File: src/vie_defs.vh
// constants for the vectored interrupt encoder
// Contract
// (RULE1) larger pending vector code wins arbitration
// (RULE2) vector is group[7:4], index[3:1], bit0 zero
// (RULE3) zero means none; endpoints 1-3 in groups 1,2
// (RULE4) group 3 carries the USB bus events
// (RULE5) group 4: I2C pair, endpoint 0 in/out
// (RULE6) UART groups 5,6; DMA 1,3 group 8
// (RULE7) firmware clears owner status for events, UART, DMA
// (RULE8) firmware stays disconnected 200 ms before reset
// (RULE9) watchdog enabled straight out of reset
// (RULE10) firmware forces reset by starving the watchdog
// (RULE11) watchdog expiry gives power-on-equivalent reset
// (RULE12) handler clears source before clearing vector
// (RULE13) after clear, reload highest pending or zero
`ifndef VIE_DEFS_VH
`define VIE_DEFS_VH
`define VIE_NUM_SRC          22
`define VIE_VEC_NONE         8'h00
`define VIE_SRC_OEP1         0
`define VIE_SRC_OEP2         1
`define VIE_SRC_OEP3         2
`define VIE_SRC_IEP1         3
`define VIE_SRC_IEP2         4
`define VIE_SRC_IEP3         5
`define VIE_SRC_SETUP_OVW    6
`define VIE_SRC_SETUP        7
`define VIE_SRC_RESUME       8
`define VIE_SRC_SUSPEND      9
`define VIE_SRC_BUS_RESET    10
`define VIE_SRC_WAKEUP       11
`define VIE_SRC_I2C_A        12
`define VIE_SRC_I2C_B        13
`define VIE_SRC_IEP0         14
`define VIE_SRC_OEP0         15
`define VIE_SRC_UART_STAT    16
`define VIE_SRC_UART_MODEM   17
`define VIE_SRC_RXF          18
`define VIE_SRC_TXE          19
`define VIE_SRC_DMA1         20
`define VIE_SRC_DMA3         21
`define VIE_WDT_TIMEOUT_CYC  32'd1000000
`define VIE_RST_PULSE_CYC    8'h10
`define VIE_WDT_EN_RST       1'b1
`endif

File: src/vie_encoder.v
// vectored interrupt encoder with firmware-forced watchdog reset
`timescale 1ns/1ps
`include "vie_defs.vh"
module vie_encoder #(
    parameter WDT_TIMEOUT_CYC = `VIE_WDT_TIMEOUT_CYC
) (
    input  wire        clk_in,
    input  wire        arst_n_in,
    input  wire [21:0] irq_src_in,
    input  wire        vec_clear_in,
    input  wire        wdt_enable_in,
    input  wire        wdt_kick_in,
    output wire [7:0]  interrupt_vector_register_out,
    output wire        irq_pending_out,
    output wire        core_reset_out,
    output wire        wdt_expired_out
);
    localparam ST_IDLE  = 3'b001;
    localparam ST_SHOW  = 3'b010;
    localparam ST_RESET = 3'b100;

    reg  [7:0]  vec_ff;
    reg  [7:0]  nxt_vec;
    reg  [21:0] src_s1_ff;
    reg  [21:0] src_s2_ff;
    reg  [2:0]  state_ff;
    reg  [2:0]  nxt_state;
    reg  [7:0]  top_code;
    wire [3:0]  top_group;
    wire [2:0]  top_index;
    wire [7:0]  top_vec;
    wire        wdt_rst;

    // group and index packed into the vector layout, bit 0 low
    function [7:0] vie_pack;
        input [3:0] grp;
        input [2:0] idx;
        begin
            vie_pack = {grp, idx, 1'b0}; // RULE2
        end
    endfunction

    // group field of a source; unknown sources give group 0
    function [3:0] vie_group;
        input integer s;
        begin
            case (s)
                `VIE_SRC_OEP1:       vie_group = 4'h1; // RULE3
                `VIE_SRC_OEP2:       vie_group = 4'h1;
                `VIE_SRC_OEP3:       vie_group = 4'h1;
                `VIE_SRC_IEP1:       vie_group = 4'h2;
                `VIE_SRC_IEP2:       vie_group = 4'h2;
                `VIE_SRC_IEP3:       vie_group = 4'h2;
                `VIE_SRC_SETUP_OVW:  vie_group = 4'h3; // RULE4
                `VIE_SRC_SETUP:      vie_group = 4'h3;
                `VIE_SRC_RESUME:     vie_group = 4'h3;
                `VIE_SRC_SUSPEND:    vie_group = 4'h3;
                `VIE_SRC_BUS_RESET:  vie_group = 4'h3;
                `VIE_SRC_WAKEUP:     vie_group = 4'h3;
                `VIE_SRC_I2C_A:      vie_group = 4'h4; // RULE5
                `VIE_SRC_I2C_B:      vie_group = 4'h4;
                `VIE_SRC_IEP0:       vie_group = 4'h4;
                `VIE_SRC_OEP0:       vie_group = 4'h4;
                `VIE_SRC_UART_STAT:  vie_group = 4'h5; // RULE6
                `VIE_SRC_UART_MODEM: vie_group = 4'h5;
                `VIE_SRC_RXF:        vie_group = 4'h6;
                `VIE_SRC_TXE:        vie_group = 4'h6;
                `VIE_SRC_DMA1:       vie_group = 4'h8;
                `VIE_SRC_DMA3:       vie_group = 4'h8;
                default:             vie_group = 4'h0;
            endcase
        end
    endfunction

    // index field of a source inside its group
    function [2:0] vie_index;
        input integer s;
        begin
            case (s)
                `VIE_SRC_OEP1:       vie_index = 3'h1; // RULE3
                `VIE_SRC_OEP2:       vie_index = 3'h2;
                `VIE_SRC_OEP3:       vie_index = 3'h3;
                `VIE_SRC_IEP1:       vie_index = 3'h1;
                `VIE_SRC_IEP2:       vie_index = 3'h2;
                `VIE_SRC_IEP3:       vie_index = 3'h3;
                `VIE_SRC_SETUP_OVW:  vie_index = 3'h0; // RULE4
                `VIE_SRC_SETUP:      vie_index = 3'h1;
                `VIE_SRC_RESUME:     vie_index = 3'h4;
                `VIE_SRC_SUSPEND:    vie_index = 3'h5;
                `VIE_SRC_BUS_RESET:  vie_index = 3'h6;
                `VIE_SRC_WAKEUP:     vie_index = 3'h7;
                `VIE_SRC_I2C_A:      vie_index = 3'h0; // RULE5
                `VIE_SRC_I2C_B:      vie_index = 3'h1;
                `VIE_SRC_IEP0:       vie_index = 3'h2;
                `VIE_SRC_OEP0:       vie_index = 3'h3;
                `VIE_SRC_UART_STAT:  vie_index = 3'h0; // RULE6
                `VIE_SRC_UART_MODEM: vie_index = 3'h1;
                `VIE_SRC_RXF:        vie_index = 3'h0;
                `VIE_SRC_TXE:        vie_index = 3'h1;
                `VIE_SRC_DMA1:       vie_index = 3'h0;
                `VIE_SRC_DMA3:       vie_index = 3'h2;
                default:             vie_index = 3'h0;
            endcase
        end
    endfunction

    // full vector code of a source
    function [7:0] vie_code;
        input integer s;
        begin
            vie_code = vie_pack(vie_group(s), vie_index(s)); // RULE2
        end
    endfunction

    // arbitration compare: the larger code wins
    function vie_wins;
        input [7:0] cand;
        input [7:0] held;
        begin
            vie_wins = (cand > held); // RULE1
        end
    endfunction

    // guard so a reserved code can never reach the vector
    function vie_legal;
        input [7:0] code;
        begin
            case (code)
                8'h12:   vie_legal = 1'b1; // RULE3
                8'h14:   vie_legal = 1'b1;
                8'h16:   vie_legal = 1'b1;
                8'h22:   vie_legal = 1'b1;
                8'h24:   vie_legal = 1'b1;
                8'h26:   vie_legal = 1'b1;
                8'h30:   vie_legal = 1'b1; // RULE4
                8'h32:   vie_legal = 1'b1;
                8'h38:   vie_legal = 1'b1;
                8'h3A:   vie_legal = 1'b1;
                8'h3C:   vie_legal = 1'b1;
                8'h3E:   vie_legal = 1'b1;
                8'h40:   vie_legal = 1'b1; // RULE5
                8'h42:   vie_legal = 1'b1;
                8'h44:   vie_legal = 1'b1;
                8'h46:   vie_legal = 1'b1;
                8'h50:   vie_legal = 1'b1; // RULE6
                8'h52:   vie_legal = 1'b1;
                8'h60:   vie_legal = 1'b1;
                8'h62:   vie_legal = 1'b1;
                8'h80:   vie_legal = 1'b1;
                8'h84:   vie_legal = 1'b1;
                default: vie_legal = 1'b0;
            endcase
        end
    endfunction

    // scan every source; the largest legal pending code survives
    integer i;
    always @* begin
        top_code = `VIE_VEC_NONE; // RULE3
        for (i = 0; i < `VIE_NUM_SRC; i = i + 1) begin
            if (src_s2_ff[i] && vie_legal(vie_code(i)) && vie_wins(vie_code(i), top_code)) begin
                top_code = vie_code(i); // RULE1
            end
        end
    end

    assign top_group = top_code[7:4];
    assign top_index = top_code[3:1];
    assign top_vec   = vie_pack(top_group, top_index); // RULE2

    // one-hot vector state: empty, showing a code, held in watchdog reset
    always @* begin
        nxt_state = state_ff;
        nxt_vec   = vec_ff;
        case (state_ff)
            ST_IDLE: begin
                if (vec_clear_in) begin
                    nxt_vec = `VIE_VEC_NONE;
                end else if (top_vec != `VIE_VEC_NONE) begin
                    nxt_state = ST_SHOW;
                    nxt_vec   = top_vec; // RULE13
                end
            end
            ST_SHOW: begin
                if (vec_clear_in) begin
                    // reload waits a cycle; RULE12 expects the source gone
                    nxt_state = ST_IDLE;
                    nxt_vec   = `VIE_VEC_NONE; // RULE13
                end else if (vie_wins(top_vec, vec_ff)) begin
                    nxt_vec = top_vec; // RULE1
                end
            end
            ST_RESET: begin
                nxt_state = ST_IDLE;
                nxt_vec   = `VIE_VEC_NONE;
            end
            default: begin
                nxt_state = ST_IDLE;
                nxt_vec   = `VIE_VEC_NONE;
            end
        endcase
        if (wdt_rst) begin
            nxt_state = ST_RESET; // RULE11
            nxt_vec   = `VIE_VEC_NONE;
        end
    end

    always @(posedge clk_in or negedge arst_n_in) begin
        if (!arst_n_in) begin
            src_s1_ff <= 22'h0;
            src_s2_ff <= 22'h0;
        end else if (wdt_rst) begin
            // RULE11
            src_s1_ff <= 22'h0;
            src_s2_ff <= 22'h0;
        end else begin
            src_s1_ff <= irq_src_in;
            src_s2_ff <= src_s1_ff;
        end
    end

    always @(posedge clk_in or negedge arst_n_in) begin
        if (!arst_n_in) begin
            state_ff <= ST_IDLE;
            vec_ff   <= `VIE_VEC_NONE;
        end else begin
            state_ff <= nxt_state;
            vec_ff   <= nxt_vec;
        end
    end

    vie_wdt #(
        .TIMEOUT_CYC (WDT_TIMEOUT_CYC)
    ) u_wdt (
        .clk_in          (clk_in),
        .arst_n_in       (arst_n_in),
        .wdt_enable_in   (wdt_enable_in), // RULE10
        .wdt_kick_in     (wdt_kick_in),
        .wdt_reset_out   (wdt_rst),
        .wdt_expired_out (wdt_expired_out)
    );

    assign interrupt_vector_register_out = vec_ff;
    assign irq_pending_out               = state_ff[1]; // one-hot show bit
    assign core_reset_out                = wdt_rst | ~arst_n_in; // RULE11
endmodule

File: src/vie_wdt.v
// watchdog timer with power-on-equivalent reset output
`timescale 1ns/1ps
`include "vie_defs.vh"
module vie_wdt #(
    parameter TIMEOUT_CYC = `VIE_WDT_TIMEOUT_CYC
) (
    input  wire clk_in,
    input  wire arst_n_in,
    input  wire wdt_enable_in,
    input  wire wdt_kick_in,
    output wire wdt_reset_out,
    output wire wdt_expired_out
);
    reg [31:0] cnt_ff;
    reg [7:0]  pulse_ff;
    reg        en_ff;
    reg        exp_ff;
    wire       hit = en_ff && (cnt_ff >= TIMEOUT_CYC - 1);

    always @(posedge clk_in or negedge arst_n_in) begin
        if (!arst_n_in) begin
            en_ff    <= `VIE_WDT_EN_RST; // RULE9
            cnt_ff   <= 32'h0;
            pulse_ff <= 8'h00;
            exp_ff   <= 1'b0;
        end else if (pulse_ff != 8'h00) begin
            // hold enable and count at reset values while the pulse runs; exp_ff keeps its value
            pulse_ff <= pulse_ff - 8'h01;
            en_ff    <= `VIE_WDT_EN_RST;
            cnt_ff   <= 32'h0;
        end else begin
            en_ff <= en_ff | wdt_enable_in;
            if (wdt_kick_in || !en_ff) begin
                cnt_ff <= 32'h0;
            end else if (hit) begin
                cnt_ff   <= 32'h0;
                pulse_ff <= `VIE_RST_PULSE_CYC; // RULE11
                exp_ff   <= 1'b1;
            end else begin
                cnt_ff <= cnt_ff + 32'h1;
            end
        end
    end

    assign wdt_reset_out   = (pulse_ff != 8'h00); // RULE11
    assign wdt_expired_out = exp_ff;
endmodule
File: config.mk
export PLATFORM = sky130hd
export DESIGN_NAME = vie_encoder
export DESIGN_NICKNAME = d
export VERILOG_FILES = /design/src/vie_encoder.v /design/src/vie_wdt.v
export VERILOG_INCLUDE_DIRS = /design/src
export SDC_FILE = /design/constraint.sdc
export NUM_CORES = 1
export LEC_CHECK = 0
export BUFFER_PORTS_ARGS = -buffer_cell sky130_fd_sc_hd__buf_4
export CAP_MARGIN = 20
export CORE_MARGIN = 1
export CORE_UTILIZATION = 53
export DETAILED_ROUTE_END_ITERATION = 16
export PLACE_DENSITY = 0.76
export SLEW_MARGIN = 20
export SYNTH_ARGS = -nofsm -noshare
export SYNTH_HDL_FRONTEND = slang
export SYNTH_HIERARCHICAL = 1
export SYNTH_SLANG_ARGS = --single-unit
File: constraint.sdc
create_clock -name clk_in -period 3.3 [get_ports clk_in]
set_input_delay 0.66 -clock clk_in [delete_from_list [all_inputs] [get_ports clk_in]]
set_output_delay 0.66 -clock clk_in [all_outputs]
set_load 0.01 [all_outputs]
## After elaboration in Yosys (flattened, before gate mapping)

Cells that the tools add are included.

- RAM bits: 0
- Register bits: 97
- Input port bits: 27
- Output and inout bits: 11
- Memory bits (read-only): 0
- Latch bits: 0
- Memories: 0

- Div/mod/pow operators: 0
- Bitwise operators: 5
- Add/sub/neg operators: 2
- Mux-type cells: 42
- Equality and inequality tests: 8
- Reductions and logical operators: 31
- Multipliers: 0
- Shifts and indexed selects: 0
- Order comparisons: 23

Operators by type and width:

| cell | count |
|---|---|
| 2-to-1 mux 8 bit | 28 |
| 2-to-1 mux 32 bit | 3 |
| greater-than comparator 6 x 8 -> 1 bit, first input constant | 9 |
| greater-than comparator 7 x 8 -> 1 bit, first input constant | 8 |
| 2-to-1 mux 22 bit | 2 |
| adder 32 x 1 -> 32 bit, second input constant | 1 |
| greater-or-equal comparator 32 x 20 -> 1 bit, second input constant | 1 |
| logical AND 1 bit | 22 |
| greater-than comparator 8 bit, first input constant | 2 |
| one-hot mux 8 bit (2 select lines) | 1 |
| nonzero test 8 bit | 2 |
| 2-to-1 mux 3 bit | 4 |
| 2-to-1 mux 5 bit | 2 |
| != test 3 bit, second input constant | 3 |
| greater-than comparator 5 x 8 -> 1 bit, first input constant | 1 |
| greater-than comparator 8 bit | 1 |
| != test 4 bit, second input constant | 2 |
| subtractor 8 x 1 -> 8 bit, second input constant | 1 |
| one-hot mux 3 bit (2 select lines) | 1 |
| AND reduction 3 bit | 2 |
| greater-than comparator 5 bit, first input constant | 1 |
| AND reduction 2 bit | 2 |
| == test 3 x 1 -> 1 bit, second input constant | 1 |
| == test 3 x 2 -> 1 bit, second input constant | 1 |
| 7 further kinds | 10 |

## Logic depth before layout (Yosys ltp)

Gate-level depths: netlist (run 1).

- Depth after elaboration: 69
- Gate-level depth with buffers: 14

## Modules after synthesis

The synthesis (run 1) kept the hierarchy.

By module, submodules not included:

| module | instances | cells each | area each (um^2) |
|---|---|---|---|
| vie_encoder | 1 | 210 | 2391.0 |
| vie_wdt | 1 | 174 | 1888.1 |

## Worst setup path after synthesis (run 1)

No wires, ideal clock.

- Kind: register to register
- Start point: register u_wdt.pulse_ff[0]
- End point: register vec_ff[1] (netlist: interrupt_vector_register_out[1])
- Clock period less this slack: 3232 ps
- Buffers on the path: 1
- Library setup time: 125 ps
- Cell stages (with the launch flop): 12
- Arrival time: 3107 ps
- Required time: 3175 ps
- Setup slack: 68 ps
- Cells stage by stage: dfrtp_1 > inv_1 > ha_1 > or4b_1 > nor2b_2 > inv_1 > or3_1 > or3_1 > a311oi_1 > a311o_1 > buf_6 > mux2_4

- Cells in the longest elaborated chain, start to end: 3

RTL lines:

| item | line | RTL |
|---|---|---|
| from (decl) | vie_wdt.v:15 | `reg [7:0] pulse_ff;` |
| from (signal assigned) | vie_wdt.v:28 | `pulse_ff <= pulse_ff - 8'h01;` |
| from (signal assigned) | vie_wdt.v:37 | `` pulse_ff <= `VIE_RST_PULSE_CYC; `` |
| nonzero test 8 bit * | vie_wdt.v:45 | `assign wdt_reset_out = (pulse_ff != 8'h00);` |
| != test 4 bit (no source line) | -- |  |
| AND reduction 2 bit (no source line) | -- |  |
| to (signal assigned) | vie_encoder.v:225 | `` vec_ff <= `VIE_VEC_NONE; `` |
| to (signal assigned) | vie_encoder.v:228 | `vec_ff <= nxt_vec;` |
| to (decl) | vie_encoder.v:22 | `reg [7:0] vec_ff;` |

Every way passes the cells marked *; elsewhere a longest branch is shown, timed or not.
A chain may end at the register's enable or synchronous reset.

## Worst setup path in the final report (run 1)

- Start point: register u_wdt.pulse_ff[0]
- End point: register vec_ff[5] (netlist: interrupt_vector_register_out[5])

The elaborated chain is that of the path after synthesis.

==> results of run 1 <==
cell families after synthesis:
logic type | after synthesis | synth area share (%)
other | 2 | 0.1755
DFF | 96 | 56.20
adders and majority gates | 7 | 2.047
buffers and inverters | 29 | 2.866
AOI/OAI and AO/OA | 47 | 8.158
and+or+nand+nor | 176 | 24.18
muxes | 8 | 2.485
xor gates and xnor gates | 19 | 3.889
worst register-to-register path, cell delays in order (launching register included):
cell and delay (ps):
dfrtp_1 420, inv_2 100, ha_4 160, or4b_4 500, nor2b_2 140, inv_1 60, or3_4 410, or3_1 390
a311oi_2 270, a311o_1 190, buf_4 160, mux2_4 310
power by group:
group,switching [mW],leakage (nW),total (mW),internal (mW)
Clock,0.427,0.0927,0.717,0.290
Combinational,0.137,0.767,0.275,0.138
Sequential,0.0657,1.28,1.32,1.26
Total,0.630,2.14,2.32,1.69
layout by cell type (no fill, tap or decap), types with 3 or more instances in the layout:
master,netlist,routed
nand3_1,8,8
nand4_1,8,8
buf_4,1,43
nor3_1,26,26
xnor2_1,11,11
inv_1,16,15
and3_1,4,4
nand2_1,11,11
mux2_4,5,5
dfrtp_1,94,94
conb_1,2,13
o21ai_0,8,7
ha_1,7,6
inv_6,0,3
or3_4,2,3
nor2_1,32,32
nor2b_1,48,48
nor4_1,8,8
or3_1,6,5
xor2_1,8,8
a211oi_1,5,5
nand2b_1,10,10
a21oi_1,6,6
clkbuf_8,0,9
metrics by stage:
step / hold WS [ps] / area (um2) / total power [mW] / utilization (%)
final: 402.9 / 4922 / 2.316 / 63.37
after global placement: 446.1 / 4708 / 1.577 / 60.62
after floorplan: 364.4 / 4320 / 1.490 / -
after global routing: 445.3 / 4922 / 2.435 / 63.37
after CTS: 414.4 / 4898 / 2.314 / 63.06
after detailed placement: 447.5 / 4708 / 1.597 / 60.62
state kept, by name, summed over array words and instances, names as in the netlist:
register,cells
u_wdt/en_ff,1
src_s1_ff,22
u_wdt/wdt_expired_out,1
u_wdt/pulse_ff,8
state_ff,3
src_s2_ff,22
interrupt_vector_register_out,7
u_wdt/cnt_ff,32
layer usage:
metal / share of wire, % / vias up
met5: 0 / -
met2: 46 / 77
met4: 2.8 / 0
met3: 4.7 / 20
met1: 46 / 1415
li1: - / 1420
worst paths after layout:
| kind | end | slack [ps] | cells past startpoint |
|---|---|---|---|
| max reg2reg | interrupt_vector_register_out[5] | 90 | 11 |
| min | u_wdt/wdt_expired_out | 400 | 2 |
| min in group clk_in | src_s2_ff[18] | 470 | 1 |
| min reg2reg | src_s2_ff[18] | 470 | 1 |
| max | interrupt_vector_register_out[5] | 90 | 11 |
| max in group asynchronous | src_s2_ff[21] | 1840 | 3 |
repair_timing:
action	4_1_cts	5_1_grt
resized for setup	1	5
pin swaps	0	1
setup endpoints to repair	1	5
layout make-up:
type / instances / area (um2) / area share (%)
Inverter: 16 / 60.06 / 1.220
Tap cell: 102 / 127.6 / 2.593
Clock inverter: 7 / 62.56 / 1.271
Clock buffer: 9 / 123.9 / 2.517
Timing Repair Buffer: 43 / 322.8 / 6.558
Sequential cell: 96 / 2405 / 48.86
Multi-Input combinational cell: 270 / 1821 / 36.99
==> results.cfg, run 1 <==
[status]
outcome = complete, no violations

[clock_network]
cts_buffer_depth = 2
cts_max_level = 3
insertion_delay_ps = 350
postCtsSetupRepairBufs = 0
postCtsHoldBufs = 0
cts_buffers = 9
cts_sinks = 96
clock-root-buffer = clkbuf_8
cts_tree = built
clk_pin_slew_ps = 100

[min_path]
min_path_type = input pin to async pin

[synth]
synth_top_area_share_pct = 54.97
synth-main-ff-cell = dfrtp_1
synth_area_per_cell_um2 = 11.14
ys_seq_area_share_pct = 56.20
yosysMostFrequentCell = dfrtp_1
synth_area_um2 = 4279
synth_top_area_cell = dfrtp_1
synthCells = 384
ys_seq_elements = 96
synth-edff-count = 0
yosysUniqueCellTypes = 60
asyncSetResetFlopFracSynth_pct = 100.0
yosys-top-cells-count = 94 x dfrtp_1, 48 x nor2b_1, 32 x nor2_1, 26 x nor3_1, 16 x inv_1
synth_area_leaders = dfrtp_1 55%, nor2b_1 7.0%, nor3_1 3.0%
synth_warnings = 6

[final_layout]
area_growth_pct = 15.03
n_antenna_cell = 0
nNetsFinal = 470
instances_no_fill = 543
fillers = 644
drive_above_1_share_pct = 19.73

[grt]
grt_max_degree = 58
overflow = 0
grt_pass1_vias = 2863
globalRoute.busiestLayer = met2
met3_usage_pct = 4.726
grt.met2_usage_pct = 30.29
grt_pass1_wl_um = 13290
met1_usage_pct = 27.78
antenna_found_initial = 0
grtUsageTotal_pct = 19.95

[drt]
drc = 0
vias = 2932
wl_per_cell_um = 14.29
via_per_inst = 5.400
drtPass1Iterations = 4
drt_wl_total_um = 7759
drtIter0Drc = 165
drtAntennaViolNets = 0

[job]
maxCapViolCount = 0

[setup_path]
worstSetupStartpoint = u_wdt/pulse_ff[0]
critPathRequiredTime_ps = 3540
cp.buffers_inverters = 3
critPathMaxFanout = 5
max_stage_delay_ps = 500
slowest_stage = or4b_4
worstPathArrival_ps = 3450
worstReg2RegStart = u_wdt/pulse_ff[0]
critical_path.cell_chain = inv_2 -> ha_4 -> or4b_4 -> nor2b_2 -> inv_1 -> or3_4 -> or3_1 -> a311oi_2 -> a311o_1 -> buf_4 -> mux2_4
critPathKind = flip-flop to flip-flop
cp_top_family = simple AND/OR/NAND/NOR gates
start_kind = flip-flop
critPathCaptureType = flip-flop

[placement]
dp_slack_ps = -7.098
dp_hpwl_um = 5423
portBuffers = 36
place_inst = 527
gp_congestion = 0.8922

[die]
die_h_um = 91.86
design.die.area_um2 = 8437
die-width_um = 91.86
core_um2 = 7767
start_util_pct = 55.09
std_cell_rows = 32
ios = 38

[timing]
finalCritPeriodShare_pct = 97.16
finalHoldViolCount = 0
relSlewSlack_pct = 43.95
finalSetupTns_ps = 0
setup_violations = 0
worstMarginPinSlew_ps = 838.3
clock-skew-final_ps = 14.16
fin_ws_ps = 93.73
max_freq_mhz = 311.9
post-route-min-period_ps = 3206
slew_violations = 0

[power_and_ir_drop]
power_density_nw_per_um2 = 470.6
vdd_ir_drop_max_uv = 252.2
p_leak_nw = 2.141
Note: power is estimated with default switching activity, not from simulation.
==> run 2, diff against run 1 <==
- CORE_UTILIZATION: 53 -> 36
- CTS_CLUSTER_DIAMETER: default -> 120
- PLACE_DENSITY: 0.76 -> 0.56
==> run 2 against run 1 <==
  * The run now ends with design-rule violations left
  * First-iteration DRC count shrank 26%
  * Wire length grew 1.0%
  * Power grew 14%
  * Setup slack gained 63 ps
  * Clock power grew 48%
  * Clock-buffer cell count grew 1
  * Final cell count grew 7.9%
  * Global-route usage shrank 5.7 points
  * Clock skew shrank 7.9 ps
  * Sequential cell count is the same
  * Sequential power is essentially flat
  * Largest power group unchanged
==> results.cfg, run 2 (synthesized netlist as in run 1, its figures left out) <==
[final_layout]
drive_above_1_share_pct = 19.41
n_antenna_cell = 0
fin_util_pct = 44.23
reg.largest.list = u_wdt/cnt_ff (32), src_s1_ff (22), src_s2_ff (22)
nNetsFinal = 472
instances_no_fill = 586
seq_area_um2 = 2405
layout_common_cells = 94 x dfrtp_1, 48 x nor2b_1, 45 x buf_4
fillers = 1085
multi_input_area_um2 = 1800
largest_reg_flops = 32
regMostFlops = u_wdt/cnt_ff
final_common_cell = dfrtp_1
area_growth_pct = 19.04

[placement]
place_inst = 570
portBuffers = 36
gp_congestion = 0.8367
dp_hpwl_um = 5495

[grt]
grt_pass1_wl_um = 13820
overflow = 0
grtUsageTotal_pct = 14.25
grt_max_degree = 79
grt_pass1_vias = 2869
antenna_found_initial = 0

[clock_network]
clock-root-buffer = clkbuf_16
cts_tree = built
cts_sinks = 96
postCtsSetupRepairBufs = 0
clk_pin_slew_ps = 70
insertion_delay_ps = 330
cts_buffer_depth = 2
cts_buffers = 9
cts_max_level = 3

[power_and_ir_drop]
p_total_mw = 2.634
vdd_ir_drop_max_uv = 221.1
power_density_nw_per_um2 = 517.1
p_leak_nw = 2.205

[timing]
rsz0062_at_grt = no
post-route-min-period_ps = 3143
clock-skew-final_ps = 6.249
relSlewSlack_pct = 36.98
finalSetupTns_ps = 0
finalHoldViolCount = 0
max_freq_mhz = 318.1
setup_violations = 0
worstMarginPinSlew_ps = 945.3
finalCritPeriodShare_pct = 95.26
hold_slack_ps = 198.5
slew_violations = 0

[setup_path]
r2r_slack_ps = 160
endpoint = interrupt_vector_register_out[7]
cp_top_family = simple AND/OR/NAND/NOR gates
rr_worst_depth = 11
critPathRequiredTime_ps = 3520
max_stage_delay_ps = 480
path_depth = 11
cp.buffers_inverters = 3
critPathMaxFanout = 5
worstReg2RegStart = u_wdt/pulse_ff[0]
slowest_stage = or4b_1
critPathCaptureType = flip-flop
critPathKind = flip-flop to flip-flop
critical_path.cell_chain = inv_1 -> ha_2 -> or4b_1 -> nor2b_2 -> inv_1 -> or3_4 -> or3_1 -> a311oi_1 -> a311o_1 -> buf_4 -> mux2_4
start_kind = flip-flop
crit_path_frequent_cell = inv_1
worstPathArrival_ps = 3360
worstSetupStartpoint = u_wdt/pulse_ff[0]
r2r-end = interrupt_vector_register_out[7]

[die]
die-width_um = 111.0
start_util_pct = 37.16
std_cell_rows = 39
core_um2 = 11520
die_h_um = 111.0
ios = 38
design.die.area_um2 = 12330

[drt]
vias = 2898
drc = 5
drtAntennaViolNets = 0
drtIter0Drc = 122
wl_per_cell_um = 13.37
drt_wl_total_um = 7837
via_per_inst = 4.945
drtPass1Iterations = 10

[status]
violations = design-rule violations
outcome = finished with violations

[job]
maxCapViolCount = 0

[min_path]
min_path_type = input pin to async pin
==> run 2: power by group <==
group          leakage [nW]  total (mW)  internal, mW  switching, mW
registers              1.28        1.32          1.26         0.0592
logic                 0.774       0.252         0.128          0.124
clock network         0.150        1.06         0.617          0.445
total                  2.21        2.63          2.01          0.629
==> run 2: worst min path at each step <==
| stage | depth (start not counted) | end | slack [ps] |
|---|---|---|---|
| after floorplan | 0 | interrupt_vector_register_out[1] | 360 |
| after global placement | 1 | src_s2_ff[2] | 440 |
| after detailed placement | 1 | src_s2_ff[11] | 450 |
| after CTS | 1 | u_wdt/cnt_ff[5] | 190 |
| after global routing | 1 | u_wdt/cnt_ff[5] | 210 |
| final | 1 | u_wdt/cnt_ff[6] | 200 |
==> run 2: final cells by class <==
cell class | count | area share (%)
clock inverter | 6 | 1.425
tap | 143 | 3.513
multi-input combinational | 270 | 35.35
sequential | 96 | 47.21
inverter | 16 | 1.179
clock buffer | 10 | 4.692
timing repair buffer | 45 | 6.632
==> run 2: what timing repair did <==
item,in CTS,in global routing
gates resized for setup,0,2
endpoints found under the setup margin,0,5
hold buffers,0,0
==> run 2: per-layer routing <==
layer | vias up | track usage, % | wire [um]
met1 | 1401 | 19.97 | 3901
met3 | 10 | 2.679 | 266
met4 | 0 | 7.387 | 148
met2 | 54 | 21.05 | 3520
li1 | 1433 | - | -
met5 | - | 0 | 0
==> run 2: metrics by stage <==
step,cell area (um2),worst slack (ps)
2_1_floorplan,4320,67.76
3_3_place_gp,4775,147.7
3_5_place_dp,4775,103.0
4_1_cts,5086,95.42
5_1_grt,5094,29.02
6_report,5094,156.6
==> run 3, diff against run 2 <==
- ABC_AREA: default -> 1
- PLACE_DENSITY: 0.56 -> 0.54
- clock period: 3.3 -> 3.7 ns (I/O delays scaled with it)
==> run 3 against run 2 <==
  * The flow now finishes without violations
  * Synthesized cell count increased by 30%
  * Register-to-register slack improved by 1100 ps
  * Sequential power decreased by 12%
  * Combinational power about the same
  * Setup slack improved by 920 ps
  * Non-clock buffer count decreased by 6
  * Synthesized area increased by 2.7%
  * Power decreased by 13%
  * Die area increased by 2.7%
  * Clock-buffer cell count increased by 3
  * Critical endpoint is now core_reset_out
==> results.cfg, run 3 <==
[status]
outcome = complete, no violations

[clock_network]
cts_buffer_depth = 2
cts_tree = built
cts-resized-gates = 0
postCtsSetupRepairBufs = 0
cts_max_level = 3
insertion_delay_ps = 340
clock-root-buffer = clkbuf_16
cts_buffers = 9
postCtsHoldBufs = 0
clk_pin_slew_ps = 60
cts_sinks = 96

[grt]
grt_max_degree = 55
grt.met2_usage_pct = 23.48
globalRoute.busiestLayer = met2
overflow = 0
grtUsageTotal_pct = 13.93
grt_pass1_vias = 3215
met1_usage_pct = 16.95
met3_usage_pct = 3.888
grt_pass1_wl_um = 13980
antenna_found_initial = 0

[final_layout]
layout_common_cells = 99 x nor2_1, 94 x dfrtp_1, 88 x inv_1
reg.largest.list = u_wdt/cnt_ff (32), src_s1_ff (22), src_s2_ff (22)
nNetsFinal = 587
final_common_cell = nor2_1
area_growth_pct = 16.96
drive_above_1_share_pct = 17.20
n_antenna_cell = 0
largest_reg_flops = 32
regMostFlops = u_wdt/cnt_ff

[synth]
yosys.area_share.adder_pct = 1.992
synth_area_leaders = dfrtp_1 54%, nor2_1 8.5%, inv_1 7.5%
synth-edff-count = 0
synth_top_area_cell = dfrtp_1
synth_top_area_share_pct = 53.50
ys_seq_elements = 96
synth-main-ff-cell = dfrtp_1
synthCells = 501
synthMuxAreaShare_pct = 0.2277
synth_top_family_by_area = simple AND/OR/NAND/NOR gates
synth_area_per_cell_um2 = 8.776
yosysMostFrequentCell = nor2_1
asyncSetResetFlopFracSynth_pct = 100.0
ys_seq_area_share_pct = 54.70
synth_area_um2 = 4397
synth_compound_area_share_pct = 3.813
yosys-top-cells-count = 99 x nor2_1, 94 x dfrtp_1, 88 x inv_1, 86 x nand2_1
synthXorXnorAreaFrac_pct = 3.386
yosysUniqueCellTypes = 41
synth_warnings = 6
synth-simple-area-share_pct = 26.49

[die]
core_um2 = 11660
die-width_um = 112.5
ios = 38
design.die.area_um2 = 12660
start_util_pct = 37.70
std_cell_rows = 39
die_h_um = 112.5

[setup_path]
worstPathArrival_ps = 1880
start_kind = flip-flop
critPathMaxFanout = 28
critPathCaptureType = primary output
critPathKind = flip-flop to primary output
rr_worst_depth = 17
critPathRequiredTime_ps = 2960

[power_and_ir_drop]
switchingPower_mw = 0.5596
switching_share_pct = 24.29
p_leak_nw = 2.512
clkPwrFrac_pct = 39.0
seq_power_share_pct = 50.2
combPwrFrac_pct = 10.8
power_density_nw_per_um2 = 448.1
vdd_ir_drop_max_uv = 312.5
intPower_mw = 1.745

[timing]
fin_ws_ps = 1080
post-route-min-period_ps = 2620
relSlewSlack_pct = 52.27
worstMarginPinSlew_ps = 714.3
max_freq_mhz = 381.6
finalCritPeriodShare_pct = 70.82
finalSetupTns_ps = 0
setup_violations = 0
finalHoldViolCount = 0
slew_violations = 0
clock-skew-final_ps = 8.472
rsz0062_at_grt = no

[drt]
via_per_inst = 4.509
drtAntennaViolNets = 0
vias = 3161
drtPass1Iterations = 6
drc = 0
drt_wl_total_um = 7633
wl_per_cell_um = 10.89
drtIter0Drc = 117

[min_path]
min_path_type = input pin to async pin

[job]
maxCapViolCount = 0

[placement]
dp_slack_ps = 1242
portBuffers = 36
gp_congestion = 0.7723
dp_hpwl_um = 5437
-- run 3: changes by cell type in the layout (fill, tap and decap cells not counted), sizes merged, moves of 6 or more --
cell / previous run / this run
mux2: 6 / 0
buf: 45 / 39
nand3: 9 / 20
nor2: 32 / 118
nand2: 12 / 90
nor3: 26 / 7
or3: 8 / 0
a211oi: 6 / 0
inv: 19 / 91
nand2b: 10 / 0
nor2b: 49 / 0
nor4: 11 / 1
-- run 3: per-stage QoR --
| stage | cell area [um2] | hold slack [ps] | total power, mW | utilization, % | instances |
|---|---|---|---|---|---|
| after floorplan | 4438 | 434.0 | 1.337 | - | 512 |
| after global placement | 4857 | 441.2 | 1.419 | 41.65 | 685 |
| after detailed placement | 4857 | 444.8 | 1.429 | 41.65 | 685 |
| after CTS | 5142 | 261.9 | 2.347 | 44.09 | 701 |
| after global routing | 5142 | 272.1 | 2.430 | 44.09 | 701 |
| final | 5142 | 264.6 | 2.304 | 44.09 | 701 |
-- run 3: area by class of cell --
class,instances,area (um2)
Fill cell,1167,6520
Sequential cell,96,2405
Multi-Input combinational cell,315,1628
Inverter,92,352.8
Timing Repair Buffer,39,292.8
Clock buffer,13,240.2
Tap cell,143,178.9
Clock inverter,3,45.04
-- run 3: worst max-delay path, stage by stage, from the launching register on --
cell	delay, ps
dfrtp_1	380
inv_1	90
ha_1	200
nand3_2	120
nor2_4	140
nand3_4	290
inv_1	120
nand2_1	60
buf_4	140
-- run 3: cell families (layout without fill, tap and decap cells) --
family / count (synthesis) / count (layout)
fa+ha+maj: 7 / 7
other cells: 2 / 13
mux: 1 / 1
compound gates: 26 / 26
simple gates: 251 / 251
flops: 96 / 96
buf+inv: 101 / 147
xor+xnor: 17 / 17
-- run 3: routing by layer --
layer	vias to the layer above	routed length, um
met5	-	0
met4	0	149
met3	14	254
met2	47	3659
met1	1494	3569
li1	1606	-
-- run 3: power groups by stage --
stage / clock network [mW] / registers, mW / logic [mW]
finish: 0.898 / 1.16 / 0.249
global route: 0.974 / 1.16 / 0.293
CTS: 0.935 / 1.16 / 0.256
detailed placement: 0 / 1.17 / 0.254
global placement: 0 / 1.17 / 0.246
floorplan: 0 / 1.17 / 0.168
-- run 3: final timing paths --
| path | from | slack (ps) | end |
|---|---|---|---|
| setup / recovery | u_wdt/pulse_ff[0] | 1080 | core_reset_out |
| hold / removal | arst_n_in | 260 | interrupt_vector_register_out[2] |
| setup reg to reg | src_s2_ff[1] | 1240 | interrupt_vector_register_out[4] |
| hold reg to reg | src_s1_ff[11] | 450 | src_s2_ff[11] |
| max in group asynchronous | arst_n_in | 2510 | u_wdt/cnt_ff[9] |
| min in group clk_in | src_s1_ff[11] | 450 | src_s2_ff[11] |
